==> config.mk <==
export PLATFORM = sky130hd
export DESIGN_NAME = cidc_core
export DESIGN_NICKNAME = d
export VERILOG_FILES = /design/src/core/cidc_pkg.sv /design/src/core/cidc_core.sv
export VERILOG_INCLUDE_DIRS = /design/src /design/src/core
export SDC_FILE = /design/constraint.sdc
export NUM_CORES = 1
export LEC_CHECK = 0
export BUFFER_PORTS_ARGS = -buffer_cell sky130_fd_sc_hd__buf_2
export CAP_MARGIN = 20
export CORE_UTILIZATION = 63
export CTS_CLUSTER_SIZE = 24
export DETAILED_ROUTE_END_ITERATION = 8
export GPL_TIMING_DRIVEN = 0
export HOLD_SLACK_MARGIN = 0.12
export PLACE_DENSITY_LB_ADDON = 0.1
export SYNTH_ARGS = -nofsm -noshare
export SYNTH_HDL_FRONTEND = slang
export SYNTH_SLANG_ARGS = --single-unit
==> constraint.sdc <==
create_clock -name clk_i -period 4.4 [get_ports clk_i]
set_input_delay 0.22 -clock clk_i [delete_from_list [all_inputs] [get_ports clk_i]]
set_output_delay 0.22 -clock clk_i [all_outputs]
set_load 0.01 [all_outputs]
==> src/core/cidc_map.svh <==
// Purpose: constants of the caller-id detect control block
// Assumes: 10 MHz system clock, 32-bit classic wishbone
// Notes:   offsets are byte addresses, one aligned word each
`ifndef CIDC_MAP_SVH
`define CIDC_MAP_SVH

// ----------------------------------------
// register byte offsets
// ----------------------------------------
`define CIDC_ADR_CTRL 8'h00
`define CIDC_ADR_FLAG 8'h04
`define CIDC_ADR_STAT 8'h08
`define CIDC_ADR_APT 8'h0C
`define CIDC_ADR_AAT 8'h10
`define CIDC_ADR_DPT 8'h14
`define CIDC_ADR_DAT 8'h18
`define CIDC_ADR_CFG2 8'h1C
`define CIDC_ADR_DDATA 8'h20
`define CIDC_ADR_FBYTE 8'h24

// ----------------------------------------
// field positions
// ----------------------------------------
`define CIDC_CTRL_GLOB 0
`define CIDC_CTRL_FSK 1
`define CIDC_CTRL_CAS 2
`define CIDC_CTRL_DTMF 3
`define CIDC_FLG_RING 0
`define CIDC_FLG_ALERT 1
`define CIDC_FLG_DTMF 2
`define CIDC_FLG_FSK 3
`define CIDC_FLG_COMB 7
`define CIDC_CFG2_TONE 4
`define CIDC_DD_LOW 4
`define CIDC_DD_HIGH 5

// ----------------------------------------
// synchroniser vector positions
// ----------------------------------------
`define CIDC_S_RING 0
`define CIDC_S_ARAW 1
`define CIDC_S_DRAW 2
`define CIDC_S_LO 3
`define CIDC_S_HI 4
`define CIDC_S_FEN 5
`define CIDC_S_FDAT 6
`define CIDC_S_CODE 7
`define CIDC_SYNC_W 11

// ----------------------------------------
// timing
// ----------------------------------------
`define CIDC_CLK_NS 100
`define CIDC_TICK_NS 858000
`define CIDC_CARRIER_NS 8000000
`define CIDC_FSK_BAUD 1200
`define CIDC_NS_PER_S 1000000000
`define CIDC_CNT_W 17
`define CIDC_FSK_LAST_BIT 3'h7

`endif

==> src/core/cidc_pkg.sv <==
// Purpose: types of the caller-id detect control block
// Assumes: widths from cidc_map.svh
// Notes:   all state of the core is one packed struct
`include "cidc_map.svh"

package cidc_pkg;

    // fsk byte receiver states
    typedef enum logic [1:0] {
        FSK_IDLE,
        FSK_START,
        FSK_DATA,
        FSK_STOP
    } cidc_fsk_e;

    // one tone guard qualifier
    typedef struct packed {
        logic [7:0] tmr;
        logic run;
        logic st;
    } cidc_guard_s;

    // whole core state
    typedef struct packed {
        logic ack;
        logic [31:0] rdat;
        logic irq;
        logic [3:0] ctrl;
        logic [7:0] cfg2;
        logic [7:0] apt;
        logic [7:0] aat;
        logic [7:0] dpt;
        logic [7:0] dat;
        logic [3:0] flags;
        logic [`CIDC_SYNC_W-1:0] s1;
        logic [`CIDC_SYNC_W-1:0] s2;
        logic [`CIDC_SYNC_W-1:0] s3;
        logic [`CIDC_CNT_W-1:0] tick_cnt;
        cidc_guard_s ag;
        cidc_guard_s dg;
        logic [3:0] code;
        logic grp_lo;
        logic grp_hi;
        cidc_fsk_e fst;
        logic [`CIDC_CNT_W-1:0] bcnt;
        logic [2:0] bitn;
        logic [7:0] shreg;
        logic [7:0] fbyte;
        logic frdy;
        logic fcd;
        logic [`CIDC_CNT_W-1:0] ccnt;
        logic fsk_run;
        logic alert_run;
        logic dtmf_run;
    } cidc_state_s;

endpackage : cidc_pkg

==> src/core/cidc_core.sv <==
// Purpose: caller-id detect control, flags and guard timing
// Assumes: line-side detector outputs are asynchronous levels
// Notes:   registers over classic wishbone, one cycle ack
//
// Notes on behaviour
// - global enable low stops fsk, alert and dtmf functions together.
// - each of fsk, alert, dtmf has its own enable under global.
// - ring detection always runs, whatever the enables say.
// - ring envelope rising edge sets ring flag, bit 0 of flags.
// - recognised alert raises alert status; its rise sets alert flag.
// - guard timer ticks every 0.858 ms.
// - raw tone rise resets guard timer, counts up from zero.
// - timer equal to present time stops it and sets status.
// - raw tone fall restarts timer; absent time match clears status.
// - alert status is changed by hardware only.
// - alert flag set on status rise, held until software clears.
// - dtmf presence and absence use same guard method, own times.
// - recognised digit sets dtmf valid and stores 4-bit code.
// - decoder mode distinguishes all 16 digit codes.
// - dtmf valid hardware only; rise sets sticky dtmf flag.
// - config two bit 4 selects tone-detector mode.
// - tone mode shows high and low group presence immediately.
// - fsk data demodulated at 1200 baud into bytes.
// - each fsk byte pulses ready, loads byte; sets sticky flag.
// - carrier detect after 8 ms energy, released after 8 ms absence.
//
// Register access over Wishbone and the placing of the registers are this design's own decisions.
`timescale 1ns/1ps
`default_nettype none
`include "cidc_map.svh"

module cidc_core #(
    parameter int TICK_CYCLES = `CIDC_TICK_NS / `CIDC_CLK_NS,
    parameter int CARRIER_CYCLES = (`CIDC_CARRIER_NS + `CIDC_CLK_NS - 1) / `CIDC_CLK_NS,
    parameter int BAUD_CYCLES = `CIDC_NS_PER_S / (`CIDC_FSK_BAUD * `CIDC_CLK_NS)
) (
    // clock and reset
    input wire logic clk_i,
    input wire logic rst_i,
    // wishbone slave
    input wire logic [7:0] wb_adr_i,
    input wire logic [31:0] wb_dat_i,
    input wire logic [3:0] wb_sel_i,
    input wire logic wb_we_i,
    input wire logic wb_cyc_i,
    input wire logic wb_stb_i,
    output logic [31:0] wb_dat_o,
    output logic wb_ack_o,
    // line-side detectors, asynchronous
    input wire logic ring_envelope_i,
    input wire logic raw_tone_detect_i,
    input wire logic dtmf_tone_detect_i,
    input wire logic [3:0] dtmf_code_i,
    input wire logic low_group_i,
    input wire logic high_group_i,
    input wire logic fsk_energy_i,
    input wire logic fsk_serial_i,
    // front-end enables and interrupt
    output logic fsk_run_o,
    output logic alert_run_o,
    output logic dtmf_run_o,
    output logic callerid_combined_flag_o
);

    localparam int CW = `CIDC_CNT_W;
    localparam logic [CW-1:0] TICK_LAST = CW'(TICK_CYCLES - 1);
    localparam logic [CW-1:0] CARR_LAST = CW'(CARRIER_CYCLES - 1);
    localparam logic [CW-1:0] BAUD_LAST = CW'(BAUD_CYCLES - 1);
    localparam logic [CW-1:0] HALF_LAST = CW'(BAUD_CYCLES / 2 - 1);

    cidc_pkg::cidc_state_s q;
    cidc_pkg::cidc_state_s n;

    // ------------------------------------------------------------
    // guard-time qualifier, shared by alert and dtmf paths
    // ------------------------------------------------------------
    function automatic cidc_pkg::cidc_guard_s guard_step(
        input cidc_pkg::cidc_guard_s g,
        input logic en,
        input logic raw,
        input logic raw_prev,
        input logic tick,
        input logic [7:0] pt,
        input logic [7:0] at
    );
        cidc_pkg::cidc_guard_s r;
        r = g;
        if (!en) begin
            r = '0;
        end else if (raw != raw_prev) begin
            r.tmr = '0;
            r.run = 1'b1;
        end else if (g.run) begin
            if (raw == g.st) begin
                // tone returned to the qualified state, stop the timer
                r.run = 1'b0;
            end else if (raw && g.tmr == pt) begin
                r.run = 1'b0;
                r.st = 1'b1;
            end else if (!raw && g.tmr == at) begin
                r.run = 1'b0;
                r.st = 1'b0;
            end else if (tick) begin
                r.tmr = g.tmr + 1'b1;
            end
        end
        return r;
    endfunction : guard_step

    // ------------------------------------------------------------
    // next-state logic
    // ------------------------------------------------------------
    always_comb begin
        logic req;
        logic wr;
        logic tick;
        logic en_a;
        logic en_d;
        logic en_f;
        logic tone_mode;
        logic [3:0] clr;
        logic [3:0] set;
        n = q;
        req = wb_cyc_i & wb_stb_i & ~q.ack;
        wr = req & wb_we_i & wb_sel_i[0];
        tick = 1'b0;
        en_a = 1'b0;
        en_d = 1'b0;
        en_f = 1'b0;
        tone_mode = 1'b0;
        clr = '0;
        set = '0;
        n.ack = req;
        n.frdy = 1'b0;

        // line inputs: two flops, then a third for edges
        n.s1 = {dtmf_code_i, fsk_serial_i, fsk_energy_i, high_group_i, low_group_i,
                dtmf_tone_detect_i, raw_tone_detect_i, ring_envelope_i};
        n.s2 = q.s1;
        n.s3 = q.s2;

        // register writes; flags are write-one-to-clear
        if (wr) begin
            case (wb_adr_i)
                `CIDC_ADR_CTRL: n.ctrl = wb_dat_i[3:0];
                `CIDC_ADR_FLAG: clr = wb_dat_i[3:0];
                `CIDC_ADR_APT: n.apt = wb_dat_i[7:0];
                `CIDC_ADR_AAT: n.aat = wb_dat_i[7:0];
                `CIDC_ADR_DPT: n.dpt = wb_dat_i[7:0];
                `CIDC_ADR_DAT: n.dat = wb_dat_i[7:0];
                `CIDC_ADR_CFG2: n.cfg2 = wb_dat_i[7:0];
                default: n.ctrl = q.ctrl;
            endcase
        end

        en_f = q.ctrl[`CIDC_CTRL_GLOB] & q.ctrl[`CIDC_CTRL_FSK];
        en_a = q.ctrl[`CIDC_CTRL_GLOB] & q.ctrl[`CIDC_CTRL_CAS];
        tone_mode = q.cfg2[`CIDC_CFG2_TONE];
        en_d = q.ctrl[`CIDC_CTRL_GLOB] & q.ctrl[`CIDC_CTRL_DTMF];
        n.fsk_run = n.ctrl[`CIDC_CTRL_GLOB] & n.ctrl[`CIDC_CTRL_FSK];
        n.alert_run = n.ctrl[`CIDC_CTRL_GLOB] & n.ctrl[`CIDC_CTRL_CAS];
        n.dtmf_run = n.ctrl[`CIDC_CTRL_GLOB] & n.ctrl[`CIDC_CTRL_DTMF];

        if (q.tick_cnt == TICK_LAST) begin
            n.tick_cnt = '0;
            tick = 1'b1;
        end else begin
            n.tick_cnt = q.tick_cnt + 1'b1;
        end

        set[`CIDC_FLG_RING] = q.s2[`CIDC_S_RING] & ~q.s3[`CIDC_S_RING];

        n.ag = guard_step(q.ag, en_a, q.s2[`CIDC_S_ARAW], q.s3[`CIDC_S_ARAW], tick, q.apt, q.aat);
        set[`CIDC_FLG_ALERT] = n.ag.st & ~q.ag.st;

        n.dg = guard_step(q.dg, en_d & ~tone_mode, q.s2[`CIDC_S_DRAW], q.s3[`CIDC_S_DRAW],
                          tick, q.dpt, q.dat);
        set[`CIDC_FLG_DTMF] = n.dg.st & ~q.dg.st;
        if (n.dg.st & ~q.dg.st) begin
            n.code = q.s2[`CIDC_S_CODE +: 4];
        end
        // tone mode group bits, no guard on purpose
        n.grp_lo = en_d & tone_mode & q.s2[`CIDC_S_LO];
        n.grp_hi = en_d & tone_mode & q.s2[`CIDC_S_HI];

        if (!en_f) begin
            n.fcd = 1'b0;
            n.ccnt = '0;
        end else if (q.s2[`CIDC_S_FEN] == q.fcd) begin
            n.ccnt = '0;
        end else if (q.ccnt == CARR_LAST) begin
            n.fcd = ~q.fcd;
            n.ccnt = '0;
        end else begin
            n.ccnt = q.ccnt + 1'b1;
        end

        // byte framing at baud rate, lsb first
        case (q.fst)
            cidc_pkg::FSK_IDLE: begin
                n.bcnt = '0;
                if (!q.s2[`CIDC_S_FDAT]) begin
                    n.fst = cidc_pkg::FSK_START;
                end
            end
            cidc_pkg::FSK_START: begin
                if (q.bcnt == HALF_LAST) begin
                    // a short low is noise, not a start bit
                    n.fst = q.s2[`CIDC_S_FDAT] ? cidc_pkg::FSK_IDLE : cidc_pkg::FSK_DATA;
                    n.bcnt = '0;
                    n.bitn = '0;
                end else begin
                    n.bcnt = q.bcnt + 1'b1;
                end
            end
            cidc_pkg::FSK_DATA: begin
                if (q.bcnt == BAUD_LAST) begin
                    n.bcnt = '0;
                    n.shreg = {q.s2[`CIDC_S_FDAT], q.shreg[7:1]};
                    n.bitn = q.bitn + 1'b1;
                    if (q.bitn == `CIDC_FSK_LAST_BIT) begin
                        n.fst = cidc_pkg::FSK_STOP;
                    end
                end else begin
                    n.bcnt = q.bcnt + 1'b1;
                end
            end
            cidc_pkg::FSK_STOP: begin
                if (q.bcnt == BAUD_LAST) begin
                    n.fst = cidc_pkg::FSK_IDLE;
                    n.bcnt = '0;
                    if (q.s2[`CIDC_S_FDAT]) begin
                        n.fbyte = q.shreg;
                        n.frdy = 1'b1;
                    end
                end else begin
                    n.bcnt = q.bcnt + 1'b1;
                end
            end
            default: n.fst = cidc_pkg::FSK_IDLE;
        endcase
        if (!en_f) begin
            n.fst = cidc_pkg::FSK_IDLE;
        end
        set[`CIDC_FLG_FSK] = n.frdy;

        n.flags = (q.flags & ~clr) | set;
        n.irq = |n.flags;

        // read data, captured with the ack
        n.rdat = '0;
        if (req & ~wb_we_i) begin
            case (wb_adr_i)
                `CIDC_ADR_CTRL: n.rdat[3:0] = q.ctrl;
                `CIDC_ADR_FLAG: begin
                    n.rdat[3:0] = q.flags;
                    n.rdat[`CIDC_FLG_COMB] = q.irq;
                end
                `CIDC_ADR_STAT: n.rdat[4:0] = {q.s2[`CIDC_S_RING], q.frdy, q.fcd, q.dg.st, q.ag.st};
                `CIDC_ADR_APT: n.rdat[7:0] = q.apt;
                `CIDC_ADR_AAT: n.rdat[7:0] = q.aat;
                `CIDC_ADR_DPT: n.rdat[7:0] = q.dpt;
                `CIDC_ADR_DAT: n.rdat[7:0] = q.dat;
                `CIDC_ADR_CFG2: n.rdat[7:0] = q.cfg2;
                `CIDC_ADR_DDATA: begin
                    n.rdat[3:0] = q.code;
                    n.rdat[`CIDC_DD_LOW] = q.grp_lo;
                    n.rdat[`CIDC_DD_HIGH] = q.grp_hi;
                end
                `CIDC_ADR_FBYTE: n.rdat[7:0] = q.fbyte;
                default: n.rdat = '0;
            endcase
        end
    end

    // ------------------------------------------------------------
    // state register, synchronous reset to all zero
    // ------------------------------------------------------------
    always_ff @(posedge clk_i) begin
        if (rst_i) begin
            q <= '0;
        end else begin
            q <= n;
        end
    end

    // outputs straight from flops
    assign wb_ack_o = q.ack;
    assign wb_dat_o = q.rdat;
    assign fsk_run_o = q.fsk_run;
    assign alert_run_o = q.alert_run;
    assign dtmf_run_o = q.dtmf_run;
    assign callerid_combined_flag_o = q.irq;

endmodule : cidc_core
`default_nettype wire

==> flow_results.org <==
** Floorplanning
- Core Area :: between 10000 and 15000 sq um
- Number of ports placed on the die boundary :: 97
- Initial standard-cell utilization of the core :: approximately two thirds
- In this run the core area contains 42 standard-cell rows.
- The die covers roughly 14000 sq um.
- Height of the die :: ~120 um
- Floorplan die width :: approximately 120 um

** Global routing
- Final global-route overflow total :: 0
- For this run, the total global-route usage over all layers was measured as 30.8%.
- Initial antenna violation count :: 0
- Pin count of the biggest net entering global routing :: 18
- The via count of the first global-routing pass came to approximately 6700.
- The first global-routing pass estimated ~34000 um of wire.

** Logic synthesis
- Sequential-to-total area share from yosys stat :: 43.4%
- Dominant combinational cell family by area after synthesis :: simple AND/OR/NAND/NOR gates
- FF+latch count, synth :: 186
- The synthesized netlist devotes 1.31% of its cell area to adder and majority cells.
- The cell count after synthesis came out at between 900 and 1000.
- The mapped netlist covers 8580 sq um.
- In this run the mean area of a mapped cell was 8.83 sq um.
- Post-Synth Simple-Gate Area :: 25.8%
- The portion of synthesized area spent on multiplexers is 6.76%.
- FFs w/ async S/R, synth :: 0%
- Number of synthesized flops with an enable pin :: 0
- During synthesis, Yosys emitted a total of 0 warnings.
- Number of unique standard cell types used by synthesis :: 67
- Ys flop type :: sky130_fd_sc_hd__dfxtp_1
- Summing the areas of all compound-gate instances in the mapped netlist gives under 10% of the synthesized area.
- Fraction of synthesized cell area in xor and xnor cells :: a little under 8%

** Clock network
- No sink is reached through more buffers than the 2 on the longest clock path.
- CTS tree :: yes
- Cell at the root of the clock tree :: sky130_fd_sc_hd__clkbuf_16
- Clock tree synthesis found a total of ~190 sinks.
- The clock reaches the later pin of the worst-skew pair after about 0.44 ns.
- The number of clock buffers added by TritonCTS is 17.
- Post-cts repair resize count :: 0
- Clock-pin slew was measured on the worst setup and hold paths at ~0.080 ns.
- Number of H-tree branching levels :: 4

** Cells and area
- Number of fillers in the final layout :: ~1000
- Net count of the finished layout :: ~1100
- Share of cells above drive strength 1 :: 13.8%
- From synthesis to final layout, the design area changed by 14.7%.
- Antenna fix cells :: 0
- Cells fill around 74% of the core in the end.

** Drt
- Starting DRT DRC Count :: 732
- After detailed routing, the number of vias per cell comes to ~5.8.
- The count of nets left with antenna violations once routing finished came out at 0.
- First-pass detailed-route iteration total :: 6
- For this block, the via count after detailed routing is just over 7000.
- The routed design has about 21000 um of wire.
- In the final routed layout, each cell accounts on average for 16.8 um.
- For this run, design rule violations remaining after detail routing come to 0.

** STA
- Number of max-slew violations in the final report :: 0
- Final Setup Violations :: 0
- For the pin with the worst max-slew slack, the measured transition is 1.04 ns.
- For the finished layout, the period the worst path requires is ~2.6 ns.
- Clock skew on the completed layout was measured at roughly 0.013 ns.
- For this run, the top clock speed supported by timing is between 0.3 and 0.4 GHz.
- Portion of the clock cycle consumed by the worst path in the final layout :: around three fifths
- Number of hold-slack violations in the final timing report :: 0
- After routing, the total negative slack on setup checks comes to 0 ns.
- Setup repair after global routing left no endpoint under its margin.
- Slew headroom :: a little under a third

** Critical path
- Data arrival time of the critical path :: about 3 ns
- The critical path starts at n[105].
- Category of the critical setup timing path :: flip-flop to flip-flop
- The worst setup path is captured at a flip-flop.
- End of the worst register-to-register path :: q[63]
- In this run the number of cells on the critical path is 6.
- Grouping stages by cell kind, the critical path spends the most delay in simple AND/OR/NAND/NOR gates.
- Startpoint of the worst-slack reg-to-reg timing path :: n[105]
- The worst register-to-register path has a depth of 6.
- Crit path cell chain :: clkbuf_1 > xnor2_1 > nand4_1 > nor4_2 > mux2i_1 > nor2_1
- For this design, the slowest cell found on the critical path is sky130_fd_sc_hd__nor4_2.
- Critical path data required time :: 4.71 ns
- Termination of the worst setup path :: q[63]
- R2r setup slk :: 1.75 ns
- Largest fanout on the critical path :: 7
- CP Buf/Inv Count :: 1
- CP startpoint kind :: flip-flop
- Max incr delay on CP :: between 0.8 and 0.9 ns

** Run status
- Result of the run :: completed

** Power
- Fraction of power consumed by the clock network :: roughly 46%
- Logic pwr share :: 4.4%
- The internal power of the cells totals 2.60 mW.
- VDD IR-drop max :: 0.298 mV
- Summed over all nets, the switching power comes to roughly 0.8 mW.
- Leakage power of the design :: 3.60 nW
- Per report_power, the sequential group accounts for roughly 50% of the total.
- P per Cell Area :: approximately 350 nW/um^2
- Of the total power, the share spent switching nets is between 20% and 30%.

** Hold path
- In this run the worst hold path is classified as primary input to flip-flop.

** Place
- Detailed placement ended at an HPWL of approximately 15000 um.
- The count of buffers added on input and output ports is between 40 and 50.
- The congestion estimate from routability-driven global placement came to 0.952.

** Flow run
- Max-cap violations in this run came to 0.
==> worst reg2reg max path: cells and delay by family (launching register included) <==
kind | cells | cell delay, ns
simple gates | 3 | 1.06
xor+xnor | 1 | 0.64
mux | 1 | 0.29
flops | 1 | 0.30
buf+inv | 1 | 0.23
==> power by group through the flow <==
| stage | combinational, mW | clock [mW] | sequential, mW |
|---|---|---|---|
| 6_report | 0.148 | 1.55 | 1.70 |
| 5_1_grt | 0.159 | 1.63 | 1.70 |
| 4_1_cts | 0.145 | 1.57 | 1.70 |
| 3_5_place_dp | 0.134 | 0 | 1.74 |
| 3_3_place_gp | 0.133 | 0 | 1.74 |
| 2_1_floorplan | 0.0883 | 0 | 1.74 |
==> how the worst min path moves through the flow <==
stage	endpoint	cells after the start	slack (ns)	start
CTS	q[158]	3	0.13	wb_dat_i[2]
detailed placement	n[105]	1	0.42	n[116]
floorplan	n[114]	1	0.35	ring_envelope_i
global placement	n[106]	1	0.42	n[117]
global route	q[167]	3	0.16	wb_dat_i[3]
finish	q[158]	3	0.15	wb_dat_i[2]
==> cells by family (layout without fill, tap and decap cells) <==
logic type,count (synthesis),count (layout)
AOI/OAI and AO/OA,115,115
xor gates and xnor gates,77,77
adders and majority gates,9,9
buffers and inverters,97,185
DFF,186,186
muxes,55,55
other,1,24
and+or+nand+nor,432,432
==> per-layer routing <==
layer / vias up / GRT usage (%) / part of all wire [%]
met3: 62 / 6.08 / 7.3
met2: 321 / 48.2 / 45
met1: 3365 / 40.1 / 43
met4: 0 / 15.8 / 3.9
met5: - / 0 / 0
li1: 3522 / - / -
==> per-stage QoR <==
| stage | worst slack (ns) | area (sq um) | cells | hold WS (ns) | total power [mW] |
|---|---|---|---|---|---|
| 2_1_floorplan | 2.43 | 8670 | 995 | 0.348 | 1.83 |
| 3_3_place_gp | 1.90 | 9090 | 1212 | 0.418 | 1.87 |
| 3_5_place_dp | 1.87 | 9090 | 1212 | 0.421 | 1.87 |
| 4_1_cts | 1.86 | 9840 | 1259 | 0.129 | 3.41 |
| 5_1_grt | 1.68 | 9840 | 1259 | 0.165 | 3.49 |
| 6_report | 1.75 | 9840 | 1259 | 0.148 | 3.41 |
==> cell type report <==
class                      count  area (sq um)  area share (%)
sequential                   186          3720            37.8
inverter                      18          67.6           0.686
clock inverter                14           163            1.65
timing repair buffer          57           365            3.71
tap                          176           220            2.24
buffer                        79           447            4.54
multi-input combinational    712          4430            45.0
clock buffer                  17           425            4.32
==> placed cells by master (no fill, tap or decap), types with 11 or more instances in the layout <==
cell | synthesis | routed
sky130_fd_sc_hd__buf_2 | 9 | 50
sky130_fd_sc_hd__nand4_1 | 22 | 22
sky130_fd_sc_hd__and3_1 | 13 | 13
sky130_fd_sc_hd__mux2i_1 | 49 | 49
sky130_fd_sc_hd__dlygate4sd3_1 | 0 | 16
sky130_fd_sc_hd__nor3_1 | 18 | 18
sky130_fd_sc_hd__nor2_1 | 132 | 132
sky130_fd_sc_hd__dfxtp_1 | 186 | 186
sky130_fd_sc_hd__a21oi_1 | 45 | 45
sky130_fd_sc_hd__conb_1 | 1 | 24
sky130_fd_sc_hd__xnor2_1 | 43 | 43
sky130_fd_sc_hd__clkbuf_1 | 35 | 35
sky130_fd_sc_hd__nand2_1 | 94 | 94
sky130_fd_sc_hd__nor2b_1 | 28 | 28
sky130_fd_sc_hd__buf_4 | 33 | 33
sky130_fd_sc_hd__xor2_1 | 34 | 34
sky130_fd_sc_hd__o21ai_0 | 12 | 12
sky130_fd_sc_hd__or3_1 | 11 | 11
sky130_fd_sc_hd__inv_1 | 18 | 18
sky130_fd_sc_hd__clkbuf_16 | 0 | 17
sky130_fd_sc_hd__nand3_1 | 45 | 45
==> synth_stat cells (3+ instances only) <==
master | number | area [sq um]
sky130_fd_sc_hd__xnor2_1 | 43 | 377
sky130_fd_sc_hd__mux2_2 | 4 | 45.0
sky130_fd_sc_hd__a22oi_1 | 9 | 67.6
sky130_fd_sc_hd__buf_4 | 33 | 248
sky130_fd_sc_hd__nor4b_1 | 3 | 26.3
sky130_fd_sc_hd__nand2b_1 | 8 | 50.1
sky130_fd_sc_hd__or4_1 | 5 | 37.5
sky130_fd_sc_hd__nand2_1 | 94 | 353
sky130_fd_sc_hd__o21ai_0 | 12 | 60.1
sky130_fd_sc_hd__nor2b_1 | 28 | 175
sky130_fd_sc_hd__inv_1 | 18 | 67.6
sky130_fd_sc_hd__or3_1 | 11 | 68.8
sky130_fd_sc_hd__nand3_1 | 45 | 225
sky130_fd_sc_hd__nor4_1 | 9 | 56.3
sky130_fd_sc_hd__dfxtp_1 | 186 | 3720
sky130_fd_sc_hd__nor2_1 | 132 | 495
sky130_fd_sc_hd__nand4_1 | 22 | 138
sky130_fd_sc_hd__a22o_1 | 4 | 35.0
sky130_fd_sc_hd__a221oi_1 | 7 | 61.3
sky130_fd_sc_hd__xor2_1 | 34 | 298
sky130_fd_sc_hd__mux2i_1 | 49 | 490
sky130_fd_sc_hd__and3_1 | 13 | 81.3
sky130_fd_sc_hd__nor4_2 | 4 | 50.1
sky130_fd_sc_hd__a311oi_1 | 3 | 26.3
sky130_fd_sc_hd__nor3b_1 | 3 | 22.5
sky130_fd_sc_hd__or2_2 | 4 | 25.0
sky130_fd_sc_hd__a211oi_1 | 3 | 22.5
sky130_fd_sc_hd__nor3_2 | 3 | 30.0
sky130_fd_sc_hd__a31o_2 | 7 | 61.3
sky130_fd_sc_hd__ha_1 | 9 | 113
sky130_fd_sc_hd__nor3_1 | 18 | 90.1
sky130_fd_sc_hd__buf_2 | 9 | 45.0
sky130_fd_sc_hd__a21oi_1 | 45 | 225
sky130_fd_sc_hd__and4_1 | 8 | 70.1
sky130_fd_sc_hd__and2_1 | 7 | 43.8
sky130_fd_sc_hd__a31oi_1 | 8 | 50.1
sky130_fd_sc_hd__clkbuf_1 | 35 | 131
==> sequential cells by signal, summed over array words and instances (netlist names), named ones only <==
name	flops
q	150
n	22
wb_dat_o	8
alert_run_o	1
callerid_combined_flag_o	1
dtmf_run_o	1
fsk_run_o	1
wb_ack_o	1
==> what timing repair did <==
item,4_1_cts,5_1_grt
endpoints found under the hold margin,29,0
hold buffers,16,0
setup buffers,0,0
(Power assumes the default switching activity.)
